===== src/rtl/mtfcr_pkg.sv =====
// Constants and types shared by the transmitter and flow-control
// configuration bank. Assumes a single 25 MHz management clock.
package mtfcr_pkg;

    // Register offsets on the management interface
    localparam logic [11:0] ADDR_PAUSE_LO = 12'h400;
    localparam logic [11:0] ADDR_PAUSE_HI = 12'h404;
    localparam logic [11:0] ADDR_TX_CFG = 12'h408;
    localparam logic [11:0] ADDR_FC_CFG = 12'h40C;

    // Transmitter configuration word fields
    localparam int TX_RESET_BIT = 31;
    localparam int TX_JUMBO_BIT = 30;
    localparam int TX_FCS_BIT = 29;
    localparam int TX_ENABLE_BIT = 28;
    localparam int TX_VLAN_BIT = 27;
    localparam int TX_HALF_BIT = 26;
    localparam int TX_IFG_ADJ_BIT = 25;
    localparam logic [31:0] TX_CFG_RESET = 32'h1000_0000;
    localparam logic [31:0] TX_CFG_WMASK = 32'h7E00_0000;

    // Flow control configuration word fields
    localparam int FC_TX_LEGACY_BIT = 30;
    localparam int FC_RX_LEGACY_BIT = 29;
    localparam int FC_TX_PFC_BIT = 26;
    localparam int FC_RX_PFC_BIT = 25;
    localparam int FC_AUTO_XON_BIT = 20;
    localparam int FC_TX_PRIO_LSB = 8;
    localparam int FC_RX_PRIO_LSB = 0;
    localparam logic [31:0] FC_RESET_PFC = 32'h6010_FFFF;
    localparam logic [31:0] FC_RESET_LEGACY = 32'h6000_0000;
    localparam logic [31:0] FC_WMASK_PFC = 32'h6610_FFFF;
    localparam logic [31:0] FC_WMASK_LEGACY = 32'h6000_0000;

    // Pause source address after reset, and its split across two words
    localparam logic [47:0] PAUSE_ADDR_RESET = 48'hFFFF_FFFF_FFFF;
    localparam logic [31:0] PAUSE_HI_WMASK = 32'h0000_FFFF;

    // Minimum interframe gap in clock cycles
    localparam int MIN_IFG_CYCLES = 12;

    // Active transmitter settings, applied on frame boundaries
    typedef struct packed {
        logic jumbo;
        logic fcs_inband;
        logic enable;
        logic vlan;
        logic half_duplex;
        logic ifg_adjust;
    } mtfcr_tx_cfg_t;

    // Request for one outbound control frame
    typedef struct packed {
        logic pfc;
        logic xon;
        logic [7:0] prio_mask;
    } mtfcr_ctl_req_t;

    typedef enum logic [1:0] {
        CS_IDLE = 2'b01,
        CS_BUSY = 2'b10
    } mtfcr_ctl_state_t;

endpackage


===== src/rtl/mtfcr_edge.sv =====
// Registered edge detector for a vector of request levels, with a
// per-bit enable. Assumes inputs come from logic on the same clock.
`timescale 1ns/1ps
module mtfcr_edge
    import mtfcr_pkg::*;
#(
    parameter int W = 8
) (
    // Clock and reset
    input wire logic clk_i,
    input wire logic rst_n_i,
    // Levels and enables
    input wire logic [W-1:0] level_i,
    input wire logic [W-1:0] enable_i,
    // Edge pulses
    output logic [W-1:0] rise_o,
    output logic [W-1:0] fall_o
);
    logic [W-1:0] prev;
    wire [W-1:0] gated = level_i & enable_i;

    // Disabling a bit while its level is high is not taken as a fall
    always_ff @(posedge clk_i or negedge rst_n_i) begin
        if (!rst_n_i) begin
            prev <= '0;
            rise_o <= '0;
            fall_o <= '0;
        end else begin
            prev <= gated;
            rise_o <= gated & ~prev;
            fall_o <= prev & ~level_i & enable_i;
        end
    end
endmodule


===== src/rtl/mtfcr_gap.sv =====
// Interframe gap timer. Samples the gap request at frame start and
// counts the gap after frame end. Inputs come from the same clock.
`timescale 1ns/1ps
module mtfcr_gap
    import mtfcr_pkg::*;
#(
    parameter int IFG_W = 8
) (
    // Clock and reset
    input wire logic clk_i,
    input wire logic rst_n_i,
    // Frame markers and gap control
    input wire logic frame_start_i,
    input wire logic frame_end_i,
    input wire logic adjust_i,
    input wire logic [IFG_W-1:0] delay_i,
    // Gap still running
    output logic busy_o
);
    localparam logic [IFG_W-1:0] MIN_GAP = IFG_W'(MIN_IFG_CYCLES);
    logic [IFG_W-1:0] gap_len;
    logic [IFG_W-1:0] count;
    wire [IFG_W-1:0] sampled = (adjust_i && delay_i > MIN_GAP) ?
        delay_i : MIN_GAP;

    always_ff @(posedge clk_i or negedge rst_n_i) begin
        if (!rst_n_i) begin
            gap_len <= MIN_GAP;
            count <= '0;
            busy_o <= 1'b0;
        end else begin
            if (frame_start_i)
                gap_len <= sampled;
            if (frame_end_i) begin
                count <= gap_len;
                busy_o <= 1'b1;
            end else if (count > IFG_W'(1)) begin
                count <= count - IFG_W'(1);
            end else begin
                count <= '0;
                busy_o <= 1'b0;
            end
        end
    end
endmodule


===== src/rtl/mtfcr_regs.sv =====
// Transmitter and flow-control configuration bank with the control
// logic it steers. Assumes all ports are on clk_i (25 MHz); the client,
// the transmit datapath and the receive parser are synchronous logic.
`timescale 1ns/1ps

module mtfcr_regs
    import mtfcr_pkg::*;
#(
    parameter bit PFC_SUPPORT = 1'b1,
    parameter int IFG_W = 8,
    parameter int QUANTA_W = 16
) (
    // Clock and reset
    input wire logic clk_i,
    input wire logic rst_n_i,
    // Management register port
    input wire logic [11:0] mgmt_addr_i,
    input wire logic mgmt_wr_i,
    input wire logic mgmt_rd_i,
    input wire logic [31:0] mgmt_wdata_i,
    output logic [31:0] mgmt_rdata_o,
    output logic mgmt_rdack_o,
    // Transmit datapath frame markers and settings
    input wire logic tx_frame_start_i,
    input wire logic tx_frame_end_i,
    input wire logic [IFG_W-1:0] ifg_delay_i,
    output mtfcr_tx_cfg_t tx_cfg_o,
    output logic tx_reset_o,
    output logic tx_gap_busy_o,
    output logic tx_inhibit_o,
    // Client flow-control requests
    input wire logic pause_request_i,
    input wire logic [7:0] xmit_prio_pause_valid_i,
    // Control frame request towards the transmitter
    output logic ctl_send_o,
    output mtfcr_ctl_req_t ctl_req_o,
    output logic [47:0] ctl_src_addr_o,
    input wire logic ctl_ack_i,
    // Received control frames from the receive parser
    input wire logic rx_pause_frame_i,
    input wire logic [QUANTA_W-1:0] rx_pause_quanta_i,
    input wire logic rx_pfc_frame_i,
    input wire logic [7:0] rx_pfc_quanta_valid_i,
    output logic [7:0] recv_prio_pause_valid_o,
    output logic rx_ctl_pass_o
);
    localparam logic [31:0] FC_RESET =
        PFC_SUPPORT ? FC_RESET_PFC : FC_RESET_LEGACY;
    localparam logic [31:0] FC_WMASK =
        PFC_SUPPORT ? FC_WMASK_PFC : FC_WMASK_LEGACY;
    localparam mtfcr_tx_cfg_t TX_CFG_DEFAULT = mtfcr_tx_cfg_t'(
        TX_CFG_RESET[TX_JUMBO_BIT:TX_IFG_ADJ_BIT]);

    // Stored register contents
    logic [31:0] tx_cfg_reg;
    logic [31:0] fc_cfg_reg;
    logic [47:0] pause_addr;

    // Frame and control-frame state
    logic frame_active;
    mtfcr_ctl_state_t ctl_state;
    mtfcr_ctl_state_t next_ctl_state;
    logic pend_xoff;
    logic pend_xon;
    logic pend_pfc;
    logic [QUANTA_W-1:0] inhibit_count;

    // Address decode
    wire sel_pause_lo = mgmt_addr_i == ADDR_PAUSE_LO;
    wire sel_pause_hi = mgmt_addr_i == ADDR_PAUSE_HI;
    wire sel_tx_cfg = mgmt_addr_i == ADDR_TX_CFG;
    wire sel_fc_cfg = mgmt_addr_i == ADDR_FC_CFG;

    // Full compare: aliases are not written
    wire wr_pause_lo = mgmt_wr_i && sel_pause_lo;
    wire wr_pause_hi = mgmt_wr_i && sel_pause_hi;
    wire wr_tx_cfg = mgmt_wr_i && sel_tx_cfg;
    wire wr_fc_cfg = mgmt_wr_i && sel_fc_cfg;
    wire tx_soft_reset = wr_tx_cfg && mgmt_wdata_i[TX_RESET_BIT];

    // Reserved bits are masked on the way in so they always read zero
    wire [31:0] next_tx_cfg_reg = tx_soft_reset ? TX_CFG_RESET :
        (mgmt_wdata_i & TX_CFG_WMASK);
    wire [31:0] next_fc_cfg_reg = mgmt_wdata_i & FC_WMASK;

    // Read mux; words outside the bank read as zero
    wire [31:0] rd_pause_hi = {16'h0000, pause_addr[47:32]};
    wire [31:0] rd_mux =
        sel_pause_lo ? pause_addr[31:0] :
        sel_pause_hi ? rd_pause_hi :
        sel_tx_cfg ? tx_cfg_reg :
        sel_fc_cfg ? fc_cfg_reg : 32'h0000_0000;

    // Named flow-control fields
    wire legacy_tx_en = fc_cfg_reg[FC_TX_LEGACY_BIT];
    wire legacy_rx_en = fc_cfg_reg[FC_RX_LEGACY_BIT];
    wire pfc_tx_en = fc_cfg_reg[FC_TX_PFC_BIT];
    wire pfc_rx_en = fc_cfg_reg[FC_RX_PFC_BIT];
    wire auto_resume_frame_enable = fc_cfg_reg[FC_AUTO_XON_BIT];
    wire [7:0] tx_prio_en = fc_cfg_reg[FC_TX_PRIO_LSB +: 8];
    wire [7:0] rx_prio_en = fc_cfg_reg[FC_RX_PRIO_LSB +: 8];

    // Settings held in the register, before the frame-boundary latch
    wire mtfcr_tx_cfg_t staged_cfg =
        mtfcr_tx_cfg_t'(tx_cfg_reg[TX_JUMBO_BIT:TX_IFG_ADJ_BIT]);

    // Settings may be taken only outside a frame, and never on the
    // edge where a frame starts, so one frame sees one set of values
    wire cfg_take = !frame_active && !tx_frame_start_i;

    // Request edges; disabled bits produce no edge at all
    logic [0:0] pause_rise;
    logic [0:0] pause_fall;
    logic [7:0] prio_rise;
    logic [7:0] prio_fall;
    wire [0:0] pause_en = legacy_tx_en;
    wire [7:0] prio_en = pfc_tx_en ? tx_prio_en : 8'h00;

    mtfcr_edge #(
        .W(1)
    ) u_pause_edge (
        .clk_i(clk_i),
        .rst_n_i(rst_n_i),
        .level_i(pause_request_i),
        .enable_i(pause_en),
        .rise_o(pause_rise),
        .fall_o(pause_fall)
    );

    mtfcr_edge #(
        .W(8)
    ) u_prio_edge (
        .clk_i(clk_i),
        .rst_n_i(rst_n_i),
        .level_i(xmit_prio_pause_valid_i),
        .enable_i(prio_en),
        .rise_o(prio_rise),
        .fall_o(prio_fall)
    );

    // Gap timer follows the settings that the current frame runs with
    logic gap_busy;

    mtfcr_gap #(
        .IFG_W(IFG_W)
    ) u_gap (
        .clk_i(clk_i),
        .rst_n_i(rst_n_i),
        .frame_start_i(tx_frame_start_i),
        .frame_end_i(tx_frame_end_i),
        .adjust_i(tx_cfg_o.ifg_adjust),
        .delay_i(ifg_delay_i),
        .busy_o(gap_busy)
    );

    // Control-frame events; a new event survives its own launch cycle
    wire ev_xoff = pause_rise[0];
    wire ev_xon = pause_fall[0] && auto_resume_frame_enable;
    wire ev_pfc = (|prio_rise) || (|prio_fall);
    wire any_pend = pend_xoff || pend_xon || pend_pfc;

    // Control frames wait for the transmitter to be between frames
    wire can_launch = (ctl_state == CS_IDLE) && any_pend &&
        !frame_active && !tx_frame_start_i && tx_cfg_o.enable;
    wire launch_xoff = can_launch && pend_xoff;
    wire launch_xon = can_launch && !pend_xoff && pend_xon;
    wire launch_pfc = can_launch && !pend_xoff && !pend_xon;

    // Clearing a mode drops its queue
    wire next_pend_xoff = legacy_tx_en &&
        ((pend_xoff && !launch_xoff) || ev_xoff);
    wire next_pend_xon = legacy_tx_en &&
        ((pend_xon && !launch_xon) || ev_xon);
    wire next_pend_pfc = pfc_tx_en &&
        ((pend_pfc && !launch_pfc) || ev_pfc);

    // Priorities still asserted get pause quanta; the rest resume
    wire [7:0] live_prio = xmit_prio_pause_valid_i & prio_en;

    always_comb begin
        next_ctl_state = ctl_state;
        unique case (ctl_state)
            CS_IDLE: begin
                if (can_launch)
                    next_ctl_state = CS_BUSY;
            end
            CS_BUSY: begin
                if (ctl_ack_i)
                    next_ctl_state = CS_IDLE;
            end
        endcase
    end

    // Receive side: pause quanta inhibit the transmitter when allowed
    wire rx_pause_take = rx_pause_frame_i && legacy_rx_en;
    wire rx_pfc_take = rx_pfc_frame_i && pfc_rx_en;

    // Disabled priorities stay low
    wire [7:0] next_recv_valid = rx_pfc_take ?
        (rx_pfc_quanta_valid_i & rx_prio_en) : 8'h00;
    wire next_rx_pass = (rx_pause_frame_i && !legacy_rx_en) ||
        (rx_pfc_frame_i && !pfc_rx_en);

    // A new frame restarts the count
    wire [QUANTA_W-1:0] next_inhibit_count =
        rx_pause_take ? rx_pause_quanta_i :
        (inhibit_count != '0) ? inhibit_count - QUANTA_W'(1) :
        inhibit_count;

    // Management registers
    always_ff @(posedge clk_i or negedge rst_n_i) begin
        if (!rst_n_i) begin
            tx_cfg_reg <= TX_CFG_RESET;
            fc_cfg_reg <= FC_RESET;
            pause_addr <= PAUSE_ADDR_RESET;
        end else begin
            if (wr_tx_cfg)
                tx_cfg_reg <= next_tx_cfg_reg;
            if (wr_fc_cfg)
                fc_cfg_reg <= next_fc_cfg_reg;
            if (wr_pause_lo)
                pause_addr[31:0] <= mgmt_wdata_i;
            if (wr_pause_hi)
                pause_addr[47:32] <= mgmt_wdata_i[15:0];
        end
    end

    // Read answer one cycle after the strobe
    always_ff @(posedge clk_i or negedge rst_n_i) begin
        if (!rst_n_i) begin
            mgmt_rdata_o <= 32'h0000_0000;
            mgmt_rdack_o <= 1'b0;
        end else begin
            mgmt_rdack_o <= mgmt_rd_i;
            if (mgmt_rd_i)
                mgmt_rdata_o <= rd_mux & (sel_pause_hi ? PAUSE_HI_WMASK :
                    32'hFFFF_FFFF);
        end
    end

    // Frame tracking and the settings the datapath actually uses
    always_ff @(posedge clk_i or negedge rst_n_i) begin
        if (!rst_n_i) begin
            frame_active <= 1'b0;
            tx_cfg_o <= TX_CFG_DEFAULT;
            tx_reset_o <= 1'b0;
        end else begin
            tx_reset_o <= tx_soft_reset;
            if (tx_soft_reset) begin
                // A reset abandons the frame, so defaults apply at once
                frame_active <= 1'b0;
                tx_cfg_o <= TX_CFG_DEFAULT;
            end else begin
                if (tx_frame_start_i)
                    frame_active <= 1'b1;
                else if (tx_frame_end_i)
                    frame_active <= 1'b0;
                if (cfg_take)
                    tx_cfg_o <= staged_cfg;
            end
        end
    end

    // Control-frame sequencer
    always_ff @(posedge clk_i or negedge rst_n_i) begin
        if (!rst_n_i) begin
            ctl_state <= CS_IDLE;
            pend_xoff <= 1'b0;
            pend_xon <= 1'b0;
            pend_pfc <= 1'b0;
            ctl_send_o <= 1'b0;
            ctl_req_o <= '0;
        end else begin
            ctl_state <= next_ctl_state;
            pend_xoff <= next_pend_xoff;
            pend_xon <= next_pend_xon;
            pend_pfc <= next_pend_pfc;
            if (can_launch) begin
                ctl_send_o <= 1'b1;
                ctl_req_o.pfc <= launch_pfc;
                ctl_req_o.xon <= launch_xon;
                // Levels at launch, not at the edge
                ctl_req_o.prio_mask <= launch_pfc ? live_prio : 8'h00;
            end else if (ctl_state == CS_BUSY && ctl_ack_i) begin
                ctl_send_o <= 1'b0;
            end
        end
    end

    // Source address and transmit status outputs
    always_ff @(posedge clk_i or negedge rst_n_i) begin
        if (!rst_n_i) begin
            ctl_src_addr_o <= PAUSE_ADDR_RESET;
            tx_gap_busy_o <= 1'b0;
            tx_inhibit_o <= 1'b0;
            inhibit_count <= '0;
        end else begin
            // Follows writes even while a frame waits
            ctl_src_addr_o <= pause_addr;
            tx_gap_busy_o <= gap_busy;
            inhibit_count <= next_inhibit_count;
            tx_inhibit_o <= next_inhibit_count != '0;
        end
    end

    // Receive-side outputs, one cycle after the parser's strobe
    always_ff @(posedge clk_i or negedge rst_n_i) begin
        if (!rst_n_i) begin
            recv_prio_pause_valid_o <= 8'h00;
            rx_ctl_pass_o <= 1'b0;
        end else begin
            recv_prio_pause_valid_o <= next_recv_valid;
            rx_ctl_pass_o <= next_rx_pass;
        end
    end

    // Mode pairing is left to software: both flow modes may be set
    // together and then both act; pending legacy frames launch ahead of PFC frames

endmodule


===== config.mk =====
export PLATFORM = sky130hd
export DESIGN_NAME = mtfcr_regs
export DESIGN_NICKNAME = d
export VERILOG_FILES = /design/src/rtl/mtfcr_pkg.sv /design/src/rtl/mtfcr_edge.sv /design/src/rtl/mtfcr_gap.sv /design/src/rtl/mtfcr_regs.sv
export SDC_FILE = /design/constraint.sdc
export NUM_CORES = 1
export LEC_CHECK = 0
export BUFFER_PORTS_ARGS = -buffer_cell sky130_fd_sc_hd__buf_2
export CAP_MARGIN = 20
export CORE_UTILIZATION = 34
export DETAILED_ROUTE_END_ITERATION = 8
export GPL_TIMING_DRIVEN = 0
export MAX_ROUTING_LAYER = met4
export SYNTH_ARGS = -nofsm -noshare
export SYNTH_HDL_FRONTEND = slang
export SYNTH_HIERARCHICAL = 1
export SYNTH_SLANG_ARGS = --single-unit

===== constraint.sdc =====
create_clock -name clk_i -period 7.29 [get_ports clk_i]
set_input_delay 1.0935 -clock clk_i [delete_from_list [all_inputs] [get_ports clk_i]]
set_output_delay 1.0935 -clock clk_i [all_outputs]
set_load 0.005 [all_outputs]

* Yosys cells after proc, flatten, opt, wreduce, memory -nomap -nowiden
Cells that the tools add are included.
** Storage, ports and cells
- Register bits after elaboration :: 277
- Input port bits :: 94
- Word-level logic and storage cells :: 141
** Cells by class
- $add $sub $neg :: 2
- Magnitude comparators :: 2
- Equality and inequality tests :: 9
- Mux-type cells :: 26
- Bitwise gates (word level) :: 14
- Reduce and logical (&&, ||, !) cells :: 51
** Operators with widths (number)
- 32-bit two-way mux :: 4
- 31-bit two-way mux :: 2
- 12-bit by 11-bit equality test with 1-bit output, second input constant :: 4
- 8-bit two-way mux :: 6
- 8-bit AND :: 5
- 32-bit AND :: 1
- 16-bit two-way mux :: 2
- 16-bit nonzero test :: 2
- 1-bit logical AND :: 27
- 8-bit inverter :: 2
- 8-bit OR reduction :: 2
- 16-bit by 1-bit subtractor with 16-bit output, second input constant :: 1
- 6-bit two-way mux :: 2
- 1-bit logical NOT :: 9
- 8-bit by 1-bit > comparator with 1-bit output, second input constant :: 1
- 8-bit by 4-bit > comparator with 1-bit output, second input constant :: 1
- 8-bit by 1-bit subtractor with 8-bit output, second input constant :: 1
- 1-bit logical OR :: 7
- 1-bit two-way mux :: 7
- 2-bit inequality test, second input constant :: 3
- 1-bit AND :: 4
- 2-bit two-way mux :: 2
- 2-bit case mux with 2 select lines :: 1
- 2-bit nonzero test :: 2
- 5 further kinds :: 6

* Longest topological paths before layout
Gate-level depths: netlist of the first run.
- Depth in word-level cells :: 12
- Mapped depth :: 10

* Hierarchy
The synthesis of the first run kept the hierarchy.
** Modules (own cells, without submodules)
- mtfcr_regs :: instances 1, cells each 677, area each 8351.8 um^2
- mtfcr_gap :: instances 1, cells each 88, area each 854.6 um^2
- mtfcr_edge (u_prio_edge) :: instances 1, cells each 48, area each 800.8 um^2
- mtfcr_edge (u_pause_edge) :: instances 1, cells each 6, area each 100.1 um^2

* Least setup slack after synthesis of the first run
Ideal clock, no wire load.
- Kind :: in2reg
- From :: input port mgmt_addr_i[9]
- To :: register pause_addr[35]
- Arrival :: 3.181 ns
- Setup slack :: 4.026 ns
- Cell stages on the path :: 7
- Path through :: nor4_1 and4b_1 clkbuf_1 nand2_1 nor3b_1 clkbuf_1 mux2_2
** On the way
- Word-level cells in the longest chain between the ends :: 2
** Ends and longest elaborated chain
- from (decl) :: line mtfcr_regs.sv:17 : input wire logic [11:0] mgmt_addr_i,
- 12-bit by 11-bit equality test with 1-bit output :: line mtfcr_regs.sv:70 : wire sel_pause_hi = mgmt_addr_i == ADDR_PAUSE_HI;
- 1-bit logical AND :: line mtfcr_regs.sv:76 : wire wr_pause_hi = mgmt_wr_i && sel_pause_hi;
- to (signal assigned) :: line mtfcr_regs.sv:224 : pause_addr[47:32] <= mgmt_wdata_i[15:0];
- to (decl) :: line mtfcr_regs.sv:57 : logic [47:0] pause_addr;
Every way passes these cells.
A chain may end at the register's enable or synchronous reset.

* Worst setup path after layout of the first run
- From :: input port mgmt_addr_i[5]
- To :: register pause_addr[13]
** On the way
- Word-level cells in the longest chain between the ends :: 2
** Ends and longest elaborated chain
- 12-bit by 11-bit equality test with 1-bit output :: line mtfcr_regs.sv:69 : wire sel_pause_lo = mgmt_addr_i == ADDR_PAUSE_LO;
- 1-bit logical AND :: line mtfcr_regs.sv:75 : wire wr_pause_lo = mgmt_wr_i && sel_pause_lo;
- to (signal assigned) :: line mtfcr_regs.sv:222 : pause_addr[31:0] <= mgmt_wdata_i;
Every way passes these cells.

==> impl_metrics.toml, run 1 <==
[yosys]
syn_nets = 917
syn_area_per_cell_sq_um = 12.3
ys_seq_area_share_pct = 63.6
synth_area_leaders = "dfrtp_1 32%, dfstp_2 31%, mux2_2 9.5%"
async_reset_ff_share_pct = 100
synth-edff-count = 0
synth_cell_type_count = 60
yosys.area.top_type = "dfrtp_1"
ys_seq_elements = 251
synth_flop_cell = "dfrtp_1"
yosys_warnings = 6
syn_inst = 819
syn_area_sq_um = 10100
synth_top_area_share_pct = 32.4

[sta]
max-slew-margin-rel_pct = 46.3
setup-tns-final_ns = 0
max_clock_freq_ghz = 0.307
setup_violations = 0
hold_violations = 0
worst_pin_slew_ns = 0.802
grt_setup_unrepaired = "false"
period_share_pct = 44.7
period_needed_ns = 3.26
fin_skew_ns = 0.0116
slew_violations = 0

[floorplan]
ioPinCount = 204
die_x_um = 174
die_h_um = 174
die-area_sq_um = 30400
core_region_area_sq_um = 28900
start_util_pct = 34.9
num_rows = 62

[final_layout]
top_regs = "ctl_src_addr_o: 48 flops, pause_addr: 48 flops, mgmt_rdata_o: 32 flops"
syn2layout_area_growth_pct = 25.4
regArea_sq_um = 6430
nets = 1154
fillers = 2695
layout-drive-gt1-share_pct = 45.3
multi_input_area_sq_um = 3330

[clock_tree]
hold_buffers = 0
cts_buffer_depth = 3
worstSkewPairLatency_ns = 0.54
ctsResizeCount = 0
htree_levels = 1
cts_num_sinks = 251
cts_setup_buffers = 0
cts_root_buf = "clkbuf_16"
cts_tree = "done"
cts_buffers = 28
cts.clk_slew.worst_paths_ns = 0.06

[worst_hold_path]
whs_path_depth = 0
worstHoldEndpoint = "ctl_src_addr_o[3]"
hold_start = "pause_addr[3]"
hp-class = "reg2reg"

[global_routing]
antenna_found_initial = 5
gr-usage-all-layers_pct = 17.2
grt-ovfl-total = 0
grt_max_degree = 97
grt_pass1_vias = 7118
grt_pass1_wl_um = 39900

[detailed_routing]
totalWireLength_um = 25200
drt_iter0_drc = 445
first_pass_iters = 5
drc = 0
viasPerCell = 4.76
wire_per_inst_um = 17.2
via_count = 6990
antenna_left = 0

[worst_setup_path]
critPathMaxFanout = 10
slowest_delay_ns = 0.64
cp-start-kind = "input port"
cp.arrival_ns = 3.72
reg2reg_slack_ns = 4.27
cp-end-kind = "register"
path_common_cell = "clkbuf_1"
r2r_start = "inhibit_count[0]"
critical-path-slowest-cell = "clkbuf_1"
required_ns = 7.75
reg2reg_depth = 10
path_cells = "buf_2, nor4_1, and4b_1, clkbuf_1, nand2_1, nor3_1, clkbuf_1, mux2_2"
criticalPathCategory = "in2reg"
timing.rr.end = "tx_inhibit_o"

[pwr]
total_power_uw = 3160
leakage_uw = 0.00585
p_per_area_nw_per_um2 = 250
ir_drop_v = 0.000171

[placed_design]
gp_congestion = 0.866
dp_hpwl_um = 18000
port_buffers = 203

[job]
drv_cap = 0

[run_status]
status = "complete, no violations"
[cell type report]
| class | instances | share of cell area (%) |
|---|---|---|
| sequential | 251 | 50.8 |
| multi-input combinational | 480 | 26.3 |
| timing repair buffer | 207 | 8.63 |
| clock buffer | 41 | 6.64 |
| tap | 384 | 3.79 |
| inverter | 50 | 1.48 |
| buffer | 38 | 1.22 |
| clock inverter | 11 | 1.08 |
| antenna | 5 | 0.0987 |
[synthesized netlist by cell type, types with 2 or more instances]
| cell type | number |
|---|---|
| clkbuf_1 | 27 |
| nor4_1 | 11 |
| a21boi_0 | 2 |
| nor2_1 | 26 |
| dfstp_2 | 120 |
| or4_1 | 6 |
| and3b_1 | 18 |
| nand3b_1 | 3 |
| xor2_1 | 4 |
| and2_1 | 11 |
| o41ai_1 | 3 |
| a22o_1 | 16 |
| and2_2 | 10 |
| nor4_2 | 2 |
| o211ai_1 | 2 |
| nor3b_1 | 3 |
| a31oi_1 | 5 |
| mux2_2 | 85 |
| o31ai_1 | 8 |
| o22ai_1 | 3 |
| or2_2 | 3 |
| o22a_1 | 2 |
| buf_1 | 8 |
| or4_4 | 2 |
| xnor2_1 | 5 |
| mux2i_1 | 5 |
| dfrtp_1 | 131 |
| nand3_1 | 46 |
| nor3_1 | 8 |
| ha_1 | 4 |
| and3_1 | 11 |
| o21ai_0 | 67 |
| o21a_1 | 2 |
| o31a_1 | 2 |
| or4b_2 | 3 |
| a21oi_1 | 11 |
| nand2b_1 | 7 |
| inv_1 | 50 |
| nand4_1 | 3 |
| nand2_1 | 61 |
| a22oi_1 | 2 |
| nor2b_1 | 3 |
[critical path, delay by kind of cell]
family / cells / cell delay (ns)
buf+inv: 3 / 1.03
mux: 1 / 0.41
simple gates: 4 / 1.18
[per-layer routing]
metal	track usage, %	vias up	part of all wire [%]
met5	-	-	0
met2	26.8	179	47
met4	3.25	0	1.3
met3	5.56	32	8.2
li1	-	3336	-
met1	21.9	3443	44
[power by group]
part / switching, uW / leakage, uW / internal (uW) / total (uW)
Combinational: 132 / 0.00240 / 84.6 / 217
Sequential: 36.9 / 0.00297 / 1440 / 1480
Clock: 566 / 0.000482 / 903 / 1470
[layout by cell type (no fill, tap or decap), types with 16 or more instances in the layout]
cell type	n
a22o_1	16
and3b_1	18
buf_2	204
clkbuf_1	32
clkbuf_16	29
dfrtp_1	131
dfstp_2	120
inv_1	50
mux2_2	85
nand2_1	61
nand3_1	46
nor2_1	26
o21ai_0	67
[worst max-delay path by stage]
stage              startpoint                  end  slack, ns  depth (start not counted)
2_1_floorplan  mgmt_addr_i[9]       pause_addr[35]       4.03                          7
3_3_place_gp          rst_n_i  u_prio_edge/prev[0]       0.62                          1
3_5_place_dp   mgmt_addr_i[9]       pause_addr[19]       3.45                          8
4_1_cts        mgmt_addr_i[9]       pause_addr[13]       4.02                          8
5_1_grt        mgmt_addr_i[5]       pause_addr[15]       3.85                          8
6_report       mgmt_addr_i[5]       pause_addr[13]       4.03                          8
[through the flow]
step	util, %	hold slack [ns]	setup slack (ns)	cell area (sq um)	instances
2_1_floorplan	-	0.354	4.03	10100	819
3_3_place_gp	40.1	0.362	0.616	11600	1406
3_5_place_dp	40.4	0.364	3.45	11700	1409
4_1_cts	43.7	0.365	4.02	12700	1461
5_1_grt	43.8	0.367	3.85	12700	1467
6_report	43.8	0.369	4.03	12700	1467
[kinds of logic after synthesis]
group / Yosys count / synth area share, %
adders and majority gates: 4 / 0.495
xor gates and xnor gates: 9 / 0.780
DFF: 251 / 63.6
and+or+nand+nor: 246 / 13.7
muxes: 90 / 9.97
AOI/OAI and AO/OA: 131 / 8.06
buffers and inverters: 88 / 3.39
No activity file was read; power rests on OpenSTA's default activity.
==> run 2: changes to the inputs <==
==> constraint.sdc (replaced) <==
create_clock -name clk_i -period 2.9 [get_ports clk_i]
set_input_delay 0.435 -clock clk_i [delete_from_list [all_inputs] [get_ports clk_i]]
set_output_delay 0.435 -clock clk_i [all_outputs]
set_load 0.005 [all_outputs]
==> run 2 against run 1 <==
  * Power increased to 2.5 times the previous value
  * Die area stayed put
  * Setup slack worse by 3.9 ns
  * Wire length rose by 1.2%
  * Critical path depth shrank 1
  * Sequential cell count stayed put
  * Combinational power increased to 3.0 times the previous value
  * Clock power grew to 2.5 times the previous value
  * Sequential share of layout area fell by 0.57 points
  * Highest routed layer unchanged
==> impl_metrics.toml, run 2 (synthesis results as in run 1) <==
[run_status]
status = "complete, no violations"

[worst_setup_path]
slowest_delay_ns = 0.59
cp.arrival_ns = 3.16
path_cells = "or4_4, or4_4, a31oi_1, nor2_1, or4_4, nor4_4, nand4_1"
required_ns = 3.29
criticalPathCategory = "reg2reg"
cp-end-kind = "register"
path_common_cell = "or4_4"
critical-path-slowest-cell = "or4_4"
critPathMaxFanout = 7
cp-start-kind = "register"

[detailed_routing]
wire_per_inst_um = 17.2
drt_iter0_drc = 455
via_count = 7074
viasPerCell = 4.79
first_pass_iters = 5
drc = 0
totalWireLength_um = 25500
antenna_left = 0

[pwr]
intPower_uw = 6160
swShare_pct = 23.5
total_power_uw = 8050
ir_drop_v = 0.000428
seqPwrFrac_pct = 46.0
p_per_area_nw_per_um2 = 628
combPwrFrac_pct = 8.2
switchingPower_uw = 1890
leakage_uw = 0.00592
pwr-share-clk_pct = 45.8

[clock_tree]
cts_num_sinks = 251
htree_levels = 1
cts_buffers = 28
cts.clk_slew.worst_paths_ns = 0.06
worstSkewPairLatency_ns = 0.54
cts_tree = "done"
cts_buffer_depth = 3
cts_root_buf = "clkbuf_16"

[sta]
slew_violations = 0
setup-tns-final_ns = 0
setup_violations = 0
max_clock_freq_ghz = 0.361
fin_skew_ns = 0.0107
grt_setup_unrepaired = "false"
worst_pin_slew_ns = 0.808
hold_violations = 0
max-slew-margin-rel_pct = 46.1
period_share_pct = 95.4
period_needed_ns = 2.77

[global_routing]
grt-ovfl-total = 0
gr-usage-all-layers_pct = 17.3
antenna_found_initial = 5
grt_max_degree = 97
grt_pass1_wl_um = 40200
grt_pass1_vias = 7190

[final_layout]
layout_common_cells = "203 x buf_2, 131 x dfrtp_1, 120 x dfstp_2"
syn2layout_area_growth_pct = 26.8
finalCoreUtilization_pct = 44.3
top_regs = "ctl_src_addr_o: 48 flops, pause_addr: 48 flops, mgmt_rdata_o: 32 flops"
layout-drive-gt1-share_pct = 46.7
layout_commonest_cell = "buf_2"
nets = 1164

[floorplan]
ioPinCount = 204
die_h_um = 174
start_util_pct = 34.9
die_x_um = 174
num_rows = 62
core_region_area_sq_um = 28900
die-area_sq_um = 30400

[placed_design]
gp_congestion = 0.866
dp_hpwl_um = 18000
port_buffers = 203

[worst_hold_path]
hp-class = "in2reg"

[job]
drv_cap = 0
[run 2: metal layers]
layer	share of wire (%)	vias to the layer above	track usage (%)
met3	8.0	32	5.56
met2	47	184	27.2
met4	1.3	0	3.25
met5	0	-	-
met1	43	3496	22.0
li1	-	3362	-
[run 2: final timing paths]
kind                                        from                 end  slack (ns)  depth (start not counted)
worst max-delay path            inhibit_count[7]        tx_inhibit_o        0.13                          7
worst min-delay path                   mgmt_rd_i        mgmt_rdack_o        0.03                          1
worst max register to register  inhibit_count[7]        tx_inhibit_o        0.13                          7
worst min register to register     pause_addr[3]   ctl_src_addr_o[3]        0.37                          0
max in group asynchronous                rst_n_i  ctl_src_addr_o[43]        1.17                          4
min in group asynchronous                rst_n_i    mgmt_rdata_o[16]        0.44                          2
[run 2: final cells by class]
cell class	count	area (sq um)
fill	2690	16100
sequential	251	6430
multi-input combinational	480	3390
timing repair buffer	220	1200
clock buffer	41	841
tap	384	480
inverter	50	188
clock inverter	11	136
buffer	35	135
antenna	5	12.5
[run 2: power groups by stage]
stage,Combinational (uW),Clock [uW],Sequential [uW]
2_1_floorplan,301,0,3740
3_3_place_gp,526,0,3760
3_5_place_dp,554,0,3760
4_1_cts,651,3790,3700
5_1_grt,741,3950,3720
6_report,657,3690,3710
[run 2: stage by stage]
step                      hold WS, ns  std cells  instance area [sq um]  setup slack [ns]
after floorplan                 0.139        819                  10100             0.165
after global placement          0.362       1406                  11600             -3.12
after detailed placement        0.364       1409                  11700            -0.281
after CTS                     0.00180       1472                  12800           -0.0299
after global routing          0.00134       1477                  12800           0.00600
final                          0.0281       1477                  12800             0.133
[run 2: worst max-delay path: cells and delay by family, from the launching register on]
kind,cells,cell delay (ns)
simple gates,6,2.06
flops,1,0.40
compound gates,1,0.16
[run 2: repair_timing]
item	in CTS	in global routing
cloned	0	0
hold buffers	1	0
pin swaps	9	4
setup endpoints to repair	1	1
setup buffers	12	0
endpoints found under the hold margin	41	0
resized for setup	13	5
